==> src/rtl/can_buffer_filter_regs_consts.vh <==
// register map, field positions and reset values of the buffer and filter register block
`ifndef CAN_BUFFER_FILTER_REGS_CONSTS_VH
`define CAN_BUFFER_FILTER_REGS_CONSTS_VH

// word indices (byte address = index * 4)
`define IDX_MODE       7'h00
`define IDX_DIR        7'h01
`define IDX_FEN0       7'h02
`define IDX_FEN1       7'h03
`define IDX_MSEL_BASE  7'h04
`define IDX_MSEL_LAST  7'h07
`define IDX_BPTR_BASE  7'h08
`define IDX_BPTR_LAST  7'h0f
`define IDX_LEN_BASE   7'h10
`define IDX_LEN_LAST   7'h15
`define IDX_FILT_BASE  7'h20
`define IDX_FILT_LAST  7'h5f
`define IDX_MASK_BASE  7'h60
`define IDX_MASK_LAST  7'h67

// byte within a filter or mask group
`define SUB_SIDH       2'h0
`define SUB_SIDL       2'h1
`define SUB_EIDH       2'h2
`define SUB_EIDL       2'h3

// field positions
`define LEN_RTR_BIT    6
`define IDL_EXT_BIT    3
`define IDL_WR_MASK    8'heb
`define MSKL_WR_MASK   8'he3
`define DIR_LSB        2
`define DLC_MAX        4'h8

// operating modes
`define MODE_LEGACY    2'h0
`define LEGACY_FILTERS 4'h6
`define BUF_PTR_FIRST  4'h2
`define BUF_PTR_LAST   4'h7
`define MSEL_MASK0     2'h0
`define MSEL_MASK1     2'h1
`define MSEL_FILT15    2'h2
`define MSEL_NONE      2'h3

// reset values of control registers
`define RST_FEN0       8'h3f
`define RST_FEN1       8'h10
`define RST_MSEL0      8'h50
`define RST_MSEL1      8'h05
`define RST_BPTR1      8'h11
`define RST_BPTR2      8'h11

`endif

==> src/rtl/can_buffer_filter_regs.v <==
// buffer setup and acceptance filter registers of a can controller, apb slave
// What this block does
// - buffer length code 0..8 means 0..8 bytes; 9..15 are reserved codes.
// - receive buffer bit 6 shows whether the stored frame was remote.
// - receive layout reads bits 7, 5 and 4 as zero.
// - transmit buffer sends rtr equal to software bit 6.
// - direction bits 7..2 set buffers 5..0 transmit; reset 0; bits 1..0 zero.
// - buffer length registers exist only in modes 1, 2 and 3.
// - filter high byte holds identifier bits 10..3 or 28..21.
// - filter low byte: bits 7..5, 1..0 identifier; bits 4, 2 read zero.
// - filter bit 3 picks extended frames when 1, standard when 0.
// - sixteen filters; filters 6..15 exist only in modes 1, 2 and 3.
// - each mask high byte masks identifier bits 10..3 or 28..21.
// - mask low byte: bits 7..5, 1..0 mask bits; bits 4, 2 read zero.
// - mask bit 3 forces filter frame type when 1; reset 0; zero in mode 0.
// - outside mode 0 a filter takes part only while its enable bit is one; mode 0 uses filters 0..5.
// - per filter selector: mask 0, mask 1, filter 15, or no mask.
// - per filter pointer: two dedicated buffers, buffers 0..5, rest reserved.
//
// Design decisions made here: the register offsets and the APB register port.
`timescale 1ns/10ps
`default_nettype none
`include "can_buffer_filter_regs_consts.vh"

module can_buffer_filter_regs #(
    parameter NUM_FILTERS = 16,
    parameter NUM_BUFFERS = 6
) (
    input  wire        pclk,
    input  wire        presetn,
    input  wire        psel,
    input  wire        penable,
    input  wire        pwrite,
    input  wire [8:0]  paddr,
    input  wire [31:0] pwdata,
    output reg  [31:0] prdata,
    output reg         pready,
    output reg         pslverr,
    input  wire        rx_frame_valid,
    input  wire [28:0] rx_frame_ident,
    input  wire        rx_frame_ext,
    input  wire        rx_frame_rtr,
    input  wire [3:0]  rx_frame_dlc,
    output reg         rx_accept,
    output reg  [3:0]  rx_accept_filter,
    output reg  [3:0]  rx_accept_pointer,
    output reg  [5:0]  buffer_tx_direction,
    output reg  [5:0]  tx_remote_request_ctl,
    output reg  [1:0]  op_mode
);

    // ****************************************************************
    // storage
    // ****************************************************************
    reg [7:0] dir_q;
    reg [15:0] fen_q;
    reg [31:0] msel_q;
    reg [63:0] bptr_q;
    reg [7:0] len_q [0:5];
    reg [7:0] f_sidh_q [0:15];
    reg [7:0] f_sidl_q [0:15];
    reg [7:0] f_eidh_q [0:15];
    reg [7:0] f_eidl_q [0:15];
    reg [7:0] m_sidh_q [0:1];
    reg [7:0] m_sidl_q [0:1];
    reg [7:0] m_eidh_q [0:1];
    reg [7:0] m_eidl_q [0:1];

    // mode and word index decode; each offset is relative to its group's base
    wire       enhanced = (op_mode != `MODE_LEGACY);
    wire [6:0] widx     = paddr[8:2];
    wire [6:0] foff     = widx - `IDX_FILT_BASE;
    wire [3:0] fsel     = foff[5:2];
    wire [1:0] fsub     = foff[1:0];
    wire       msel_i   = widx[2];
    wire [1:0] msub     = widx[1:0];
    wire [6:0] loff     = widx - `IDX_LEN_BASE;
    wire [2:0] lsel     = loff[2:0];
    wire [6:0] soff     = widx - `IDX_MSEL_BASE;
    wire [6:0] boff     = widx - `IDX_BPTR_BASE;

    // ****************************************************************
    // helpers
    // ****************************************************************
    // 29-bit identifier image of a filter or mask group
    function [28:0] id_image;
        input [7:0] sidh;
        input [7:0] sidl;
        input [7:0] eidh;
        input [7:0] eidl;
        begin
            id_image = {sidh, sidl[7:5], sidl[1:0], eidh, eidl};
        end
    endfunction

    // one filter against the incoming frame
    function id_match;
        input [28:0] fv;
        input        fext;
        input [28:0] mv;
        input        mext;
        input        enh;
        input        rext;
        input [28:0] rid;
        reg   [28:0] cmp;
        reg   [28:0] em;
        reg          type_ok;
        begin
            cmp = rext ? rid : {rid[10:0], 18'h00000};
            em  = rext ? mv : {mv[28:18], 18'h00000};
            type_ok = (enh && !mext) ? 1'b1 : (fext == rext);
            id_match = type_ok && (((cmp ^ fv) & em) == 29'h0);
        end
    endfunction

    // word index inside an inclusive window of the register map
    function in_window;
        input [6:0] idx;
        input [6:0] lo;
        input [6:0] hi;
        begin
            in_window = (idx >= lo) && (idx <= hi);
        end
    endfunction

    // mask low byte as stored and read: bit 3 only lives in the enhanced modes
    function [7:0] mask_low;
        input [7:0] raw;
        input       enh;
        begin
            mask_low = (raw & `MSKL_WR_MASK) | (raw & ({7'h00, enh} << `IDL_EXT_BIT));
        end
    endfunction

    // register groups, shared by read decode and write decode
    wire       in_msel  = in_window(widx, `IDX_MSEL_BASE, `IDX_MSEL_LAST);
    wire       in_bptr  = in_window(widx, `IDX_BPTR_BASE, `IDX_BPTR_LAST);
    wire       in_len   = in_window(widx, `IDX_LEN_BASE, `IDX_LEN_LAST);
    wire       in_filt  = in_window(widx, `IDX_FILT_BASE, `IDX_FILT_LAST);
    wire       in_mask  = in_window(widx, `IDX_MASK_BASE, `IDX_MASK_LAST);

    // ****************************************************************
    // address decode and read data
    // ****************************************************************
    reg        hit;
    reg [7:0]  rd_byte;
    always @* begin
        hit = 1'b1;
        rd_byte = 8'h00;
        if (widx == `IDX_MODE) begin
            rd_byte = {6'h00, op_mode};
        end else if (widx == `IDX_DIR) begin
            rd_byte = {dir_q[7:`DIR_LSB], 2'b00};
        end else if (widx == `IDX_FEN0) begin
            rd_byte = fen_q[7:0];
        end else if (widx == `IDX_FEN1) begin
            rd_byte = fen_q[15:8];
        end else if (in_msel) begin
            rd_byte = msel_q[soff[1:0]*8 +: 8];
        end else if (in_bptr) begin
            rd_byte = bptr_q[boff[2:0]*8 +: 8];
        end else if (in_len && enhanced) begin
            rd_byte = {1'b0, len_q[lsel][`LEN_RTR_BIT], 2'b00, len_q[lsel][3:0]};
        end else if (in_filt
                     && (enhanced || fsel < `LEGACY_FILTERS)) begin
            case (fsub)
                `SUB_SIDH: rd_byte = f_sidh_q[fsel];
                `SUB_SIDL: rd_byte = f_sidl_q[fsel] & `IDL_WR_MASK;
                `SUB_EIDH: rd_byte = f_eidh_q[fsel];
                default:   rd_byte = f_eidl_q[fsel];
            endcase
        end else if (in_mask) begin
            case (msub)
                `SUB_SIDH: rd_byte = m_sidh_q[msel_i];
                `SUB_SIDL: rd_byte = mask_low(m_sidl_q[msel_i], enhanced);
                `SUB_EIDH: rd_byte = m_eidh_q[msel_i];
                default:   rd_byte = m_eidl_q[msel_i];
            endcase
        end else begin
            hit = 1'b0;
        end
    end

    // ****************************************************************
    // acceptance
    // ****************************************************************
    reg        acc_any;
    reg [3:0]  acc_f;
    reg [28:0] mv;
    reg        mext;
    integer    i;
    always @* begin
        acc_any = 1'b0;
        acc_f   = 4'h0;
        mv      = 29'h0;
        mext    = 1'b0;
        // highest filter first so the lowest number wins
        for (i = NUM_FILTERS - 1; i >= 0; i = i - 1) begin
            case (msel_q[i*2 +: 2])
                `MSEL_MASK0: begin
                    mv   = id_image(m_sidh_q[0], m_sidl_q[0], m_eidh_q[0], m_eidl_q[0]);
                    mext = m_sidl_q[0][`IDL_EXT_BIT];
                end
                `MSEL_MASK1: begin
                    mv   = id_image(m_sidh_q[1], m_sidl_q[1], m_eidh_q[1], m_eidl_q[1]);
                    mext = m_sidl_q[1][`IDL_EXT_BIT];
                end
                `MSEL_FILT15: begin
                    mv   = id_image(f_sidh_q[15], f_sidl_q[15], f_eidh_q[15], f_eidl_q[15]);
                    mext = f_sidl_q[15][`IDL_EXT_BIT];
                end
                default: begin
                    mv   = 29'h0;
                    mext = 1'b0;
                end
            endcase
            if ((enhanced ? fen_q[i] : (i < `LEGACY_FILTERS))
                && id_match(id_image(f_sidh_q[i], f_sidl_q[i], f_eidh_q[i], f_eidl_q[i]),
                            f_sidl_q[i][`IDL_EXT_BIT], mv, mext, enhanced,
                            rx_frame_ext, rx_frame_ident)) begin
                acc_any = 1'b1;
                acc_f   = i[3:0];
            end
        end
    end

    // capture needs a receive buffer, a length write a transmit one: they never collide
    wire [3:0] acc_ptr  = bptr_q[acc_f*4 +: 4];
    wire [3:0] ptr_buf  = acc_ptr - `BUF_PTR_FIRST;
    wire       to_prog  = acc_ptr >= `BUF_PTR_FIRST && acc_ptr <= `BUF_PTR_LAST;
    wire       rx_store = rx_frame_valid && acc_any && to_prog && enhanced
                          && !dir_q[`DIR_LSB + ptr_buf[2:0]];

    // ****************************************************************
    // apb handshake, one wait state
    // ****************************************************************
    // pready drops after one cycle so a setup may follow the completing edge at once
    wire access = psel && penable;
    wire commit = access && pready;
    always @(posedge pclk or negedge presetn) begin
        if (!presetn) begin
            pready  <= 1'b0;
            prdata  <= 32'h00000000;
            pslverr <= 1'b0;
        end else begin
            pready  <= access && !pready;
            prdata  <= (access && !pready && !pwrite) ? {24'h000000, rd_byte} : 32'h00000000;
            pslverr <= access && !pready && !hit; // unmapped or hidden in mode 0
        end
    end

    // ****************************************************************
    // register writes and frame capture
    // ****************************************************************
    integer k;
    always @(posedge pclk or negedge presetn) begin
        if (!presetn) begin
            op_mode <= `MODE_LEGACY;
            dir_q   <= 8'h00;
            fen_q   <= {`RST_FEN1, `RST_FEN0};
            msel_q  <= {16'h0000, `RST_MSEL1, `RST_MSEL0};
            bptr_q  <= {40'h0000000000, `RST_BPTR2, `RST_BPTR1, 8'h00};
            // contents below are undefined to software; zero is only a choice
            for (k = 0; k < NUM_BUFFERS; k = k + 1) begin
                len_q[k] <= 8'h00;
            end
            for (k = 0; k < NUM_FILTERS; k = k + 1) begin
                f_sidh_q[k] <= 8'h00;
                f_sidl_q[k] <= 8'h00;
                f_eidh_q[k] <= 8'h00;
                f_eidl_q[k] <= 8'h00;
            end
            for (k = 0; k < 2; k = k + 1) begin
                m_sidh_q[k] <= 8'h00;
                m_sidl_q[k] <= 8'h00;
                m_eidh_q[k] <= 8'h00;
                m_eidl_q[k] <= 8'h00;
            end
        end else begin
            // captured frame in a receive buffer; software cannot write it then
            if (rx_store) begin
                len_q[ptr_buf[2:0]] <= {1'b0, rx_frame_rtr, 2'b00, rx_frame_dlc};
            end
            if (commit && pwrite && hit) begin
                if (widx == `IDX_MODE) begin
                    op_mode <= pwdata[1:0];
                end else if (widx == `IDX_DIR) begin
                    dir_q <= {pwdata[7:`DIR_LSB], 2'b00};
                end else if (widx == `IDX_FEN0) begin
                    fen_q[7:0] <= pwdata[7:0];
                end else if (widx == `IDX_FEN1) begin
                    fen_q[15:8] <= pwdata[7:0];
                end else if (in_msel) begin
                    msel_q[soff[1:0]*8 +: 8] <= pwdata[7:0];
                end else if (in_bptr) begin
                    bptr_q[boff[2:0]*8 +: 8] <= pwdata[7:0];
                end else if (in_len) begin
                    if (dir_q[`DIR_LSB + lsel]) begin
                        len_q[lsel] <= {1'b0, pwdata[`LEN_RTR_BIT], 2'b00, pwdata[3:0]};
                    end
                end else if (in_filt) begin
                    case (fsub)
                        `SUB_SIDH: f_sidh_q[fsel] <= pwdata[7:0];
                        `SUB_SIDL: f_sidl_q[fsel] <= pwdata[7:0] & `IDL_WR_MASK;
                        `SUB_EIDH: f_eidh_q[fsel] <= pwdata[7:0];
                        default:   f_eidl_q[fsel] <= pwdata[7:0];
                    endcase
                end else begin
                    case (msub)
                        `SUB_SIDH: m_sidh_q[msel_i] <= pwdata[7:0];
                        `SUB_SIDL: m_sidl_q[msel_i] <= mask_low(pwdata[7:0], enhanced);
                        `SUB_EIDH: m_eidh_q[msel_i] <= pwdata[7:0];
                        default:   m_eidl_q[msel_i] <= pwdata[7:0];
                    endcase
                end
            end
        end
    end

    // ****************************************************************
    // registered status and transmit controls
    // ****************************************************************
    integer b;
    always @(posedge pclk or negedge presetn) begin
        if (!presetn) begin
            rx_accept             <= 1'b0;
            rx_accept_filter      <= 4'h0;
            rx_accept_pointer     <= 4'h0;
            buffer_tx_direction   <= 6'h00;
            tx_remote_request_ctl <= 6'h00;
        end else begin
            rx_accept           <= rx_frame_valid && acc_any;
            rx_accept_filter    <= acc_f;
            rx_accept_pointer   <= acc_ptr;
            buffer_tx_direction <= dir_q[7:`DIR_LSB];
            for (b = 0; b < NUM_BUFFERS; b = b + 1) begin
                tx_remote_request_ctl[b] <= dir_q[`DIR_LSB + b] && len_q[b][`LEN_RTR_BIT];
            end
        end
    end

endmodule // can_buffer_filter_regs
`default_nettype wire

==> config.mk <==
export PLATFORM = sky130hd
export DESIGN_NAME = can_buffer_filter_regs
export DESIGN_NICKNAME = d
export VERILOG_FILES = /design/src/rtl/can_buffer_filter_regs.v
export VERILOG_INCLUDE_DIRS = /design/src /design/src/rtl
export SDC_FILE = /design/constraint.sdc
export NUM_CORES = 2
export LEC_CHECK = 0
export BUFFER_PORTS_ARGS = -buffer_cell sky130_fd_sc_hd__buf_2
export CELL_PAD_IN_SITES_DETAIL_PLACEMENT = 0
export CELL_PAD_IN_SITES_GLOBAL_PLACEMENT = 1
export CORE_MARGIN = 3
export CORE_UTILIZATION = 52
export DETAILED_ROUTE_END_ITERATION = 8
export GPL_ROUTABILITY_DRIVEN = 0
export HOLD_SLACK_MARGIN = 0.02
export PLACE_DENSITY = 0.91
export SLEW_MARGIN = 10
export SYNTH_ARGS = -nofsm -noshare
export SYNTH_HDL_FRONTEND = slang
export SYNTH_SLANG_ARGS = --single-unit
==> constraint.sdc <==
create_clock -name pclk -period 5.72 [get_ports pclk]
set_input_delay 0.572 -clock pclk [delete_from_list [all_inputs] [get_ports pclk]]
set_output_delay 0.572 -clock pclk [all_outputs]
set_load 0.1 [all_outputs]
==> flow_summary.json <==
{
  "outcome": "finished with violations",
  "violations": "design-rule violations",
  "grt_pass1_wl_um": 325000,
  "peakVddDrop_mv": 0.211,
  "finalSetupTns_ns": 0,
  "end_kind": "flip-flop",
  "start_util_pct": 52.9,
  "dieWidth_um": 326,
  "synthTopCellsByArea": "dfrtp_1 33%, mux2_2 14%, mux2i_1 8.7%",
  "cts-buffers-inserted": 81,
  "r2r_start": "msel_q[13]",
  "post_cts_buffers": 0,
  "grt_overflow_total": 0,
  "die_y_um": 326,
  "utilization_pct": 58.7,
  "timing.final.crit_share_pct": 97.8,
  "num_rows": 116,
  "clock_sinks": 721,
  "worstSetupStartpoint": "msel_q[13]",
  "rsz0062_at_grt": "no",
  "finClkSkew_ns": 0.0272,
  "dp.cells": 6295,
  "drv_slew": 0,
  "layout-drive-gt1-share_pct": 31.2,
  "dr.pass1.iters": 9,
  "cp_max_fo": 21,
  "avgSynthCellArea_um2": 10.6,
  "leakage_uw": 0.0250,
  "netlist_top_cells_count": "706 x dfrtp_1, 647 x mux2_2, 466 x mux2i_1",
  "fin_area_mm2": 0.0592,
  "fmax_mhz": 179,
  "fp.coreArea_mm2": 0.101,
  "die-area_mm2": 0.107,
  "grt_pass1_vias": 45700,
  "totalWireLength_um": 229000,
  "worstHoldStart": "penable",
  "async_flop_share_pct": 100,
  "yosys.cell_types.count": 99,
  "slew_headroom_pct": 16.8,
  "grt_start_max_net_pins": 188,
  "cp.required_ns": 6.33,
  "synth_warnings": 0,
  "antenna_found_initial": 10,
  "dr_wl_met2_um": 90200,
  "final_nets": 5117,
  "r2r_setup_slack_ns": 0.13,
  "track_usage_pct": 41.7,
  "setup_viol": 0,
  "wl_per_cell_um": 35.4,
  "synth_top_area_cell": "dfrtp_1",
  "synth-edff-count": 0,
  "hold_viol_final": 0,
  "hpwl_um": 157000,
  "synth-main-ff-cell": "dfrtp_1",
  "postSynthCellCount": 5049,
  "vias": 48100,
  "cts_root_buf": "clkbuf_16",
  "crit_arrival_ns": 6.20,
  "drt-vias-per-instance": 7.45,
  "tightest_slew_ns": 1.25,
  "worst-setup-path-type": "reg -> reg",
  "clk_latency_ns": 0.71,
  "hold_path_class": "in -> reg",
  "synth_top_area_share_pct": 33.1,
  "first_iter_violations": 8969,
  "path_clk_slew_ns": 0.07,
  "final_cells": 6455,
  "portBuffers": 88,
  "wl_met3_um": 39900,
  "wl_met1_um": 77600,
  "synth_area_mm2": 0.0534,
  "synth-seq-area-share_pct": 33.8,
  "ant_nets": 0,
  "layout_min_cycle_time_ns": 5.59,
  "top_layer": "met5",
  "htreeDepth": 3,
  "startpoint_type": "flip-flop",
  "cts_tree": "done",
  "p_per_area_mw_per_mm2": 208,
  "remaining_drc_errors": 45,
  "place_area_mm2": 0.0564,
  "synth-seq-cells": 721,
  "synth_most_common_cell": "dfrtp_1",
  "num_io_pins": 139,
  "area_growth_syn_to_layout_pct": 10.9,
  "drv_cap": 0,
  "clockBufferDepth": 3
}
## cell usage in the layout (no fill, tap or decap), types with 35 or more instances in the layout
cell	instances
mux2i_1	466
nand2b_1	35
mux2_2	647
xnor2_1	179
nor3_1	52
nand4_1	39
a221oi_1	48
nand2_1	329
a2bb2oi_1	207
inv_1	36
a22oi_1	52
dfrtp_1	689
xor2_1	271
a31oi_1	39
a21oi_1	84
o21ai_0	201
buf_12	35
o22ai_1	140
o2bb2ai_1	40
buf_4	360
clkbuf_16	83
nor2_1	169
nor4_1	37
buf_2	78
mux4_2	188
## layer usage
| metal | vias to the layer above | global-route usage, % |
|---|---|---|
| li1 | 18700 | - |
| met2 | 4525 | 57.4 |
| met4 | 14 | 26.4 |
| met1 | 23400 | 50.3 |
| met3 | 1356 | 22.3 |
| met5 | - | 2.54 |
## stage by stage
stage	hold slack, ns	setup slack [ns]	power [uW]
floorplan	0.276	0.784	6170
global placement	0.456	0.0633	6800
detailed placement	0.468	0.0165	6820
CTS	0.121	0.334	12200
global route	0.158	0.0460	12600
finish	0.135	0.129	12300
## worst max-delay path: stages, from the launching register on
cell       delay, ns
dfrtp_4         0.58
buf_4           0.38
mux2i_1         0.23
a2bb2oi_1       0.20
o22ai_1         0.17
a221oi_1        0.51
and3_1          0.35
a22oi_2         0.21
a221oi_1        0.47
buf_4           0.20
a21oi_2         0.06
buf_4           0.18
o21ai_0         0.26
nor4_1          0.12
or4b_1          0.49
mux2_4          0.42
inv_2           0.13
buf_12          0.18
nand4_1         0.11
a31oi_1         0.21
## path summary, 6_finish.rpt
path	to	cells after the start
worst min-delay path	pready	3
max in group asynchronous	pslverr	3
worst max register to register	len_q[2]	19
min in group asynchronous	f_eidl_q[45]	2
worst max-delay path	len_q[2]	19
worst min register to register	pready	1
## cells by family (layout without fill, tap and decap cells)
group           after synthesis  after routing  synth area share, %
buf+inv                     652            669                 5.27
other cells                   1             33              0.00703
mux                        1315           1315                 30.9
fa+ha+maj                    13             13                0.305
flops                       721            721                 33.8
xor+xnor                    450            450                 7.38
simple gates                846            846                 7.77
compound gates             1051           1051                 14.6
## cell type report
type / count / area (um2)
diodes: 9 / 22.5
clock buffers: 115 / 2360
clock inverters: 35 / 385
fillers: 8307 / 41700
inverters: 42 / 158
multi-input cells: 3699 / 32600
flip-flops and latches: 721 / 18100
well taps: 1357 / 1700
repair buffers: 477 / 3840
## power breakdown
part	internal [uW]	switching (uW)	total, uW
registers	5130	53.4	5180
logic	473	1180	1650
clock network	3130	2380	5510
total	8720	3620	12300
## flip-flops by register name (all words and copies together), names as in the netlist, 4 cells and up
| register | count |
|---|---|
| f_eidh_q | 120 |
| f_eidl_q | 120 |
| f_sidh_q | 120 |
| f_sidl_q | 90 |
| bptr_q | 64 |
| msel_q | 32 |
| len_q | 30 |
| fen_q | 16 |
| m_eidh_q | 16 |
| m_eidl_q | 16 |
| m_sidh_q | 16 |
| m_sidl_q | 12 |
| id_image.eidh | 8 |
| id_image.eidl | 8 |
| id_image.sidh | 8 |
| prdata | 8 |
| buffer_tx_direction | 6 |
| dir_q | 6 |
| id_image.sidl | 6 |
| tx_remote_request_ctl | 6 |
| rx_accept_filter | 4 |
| rx_accept_pointer | 4 |
## timing repair
| action | 4_1_cts | 5_1_grt |
|---|---|---|
| setup endpoints to repair | 0 | 30 |
| endpoints found under the hold margin | 76 | 0 |
| resized for setup | 0 | 8 |
| hold buffers | 1 | 0 |
Note: power is estimated with default switching activity, not from simulation.
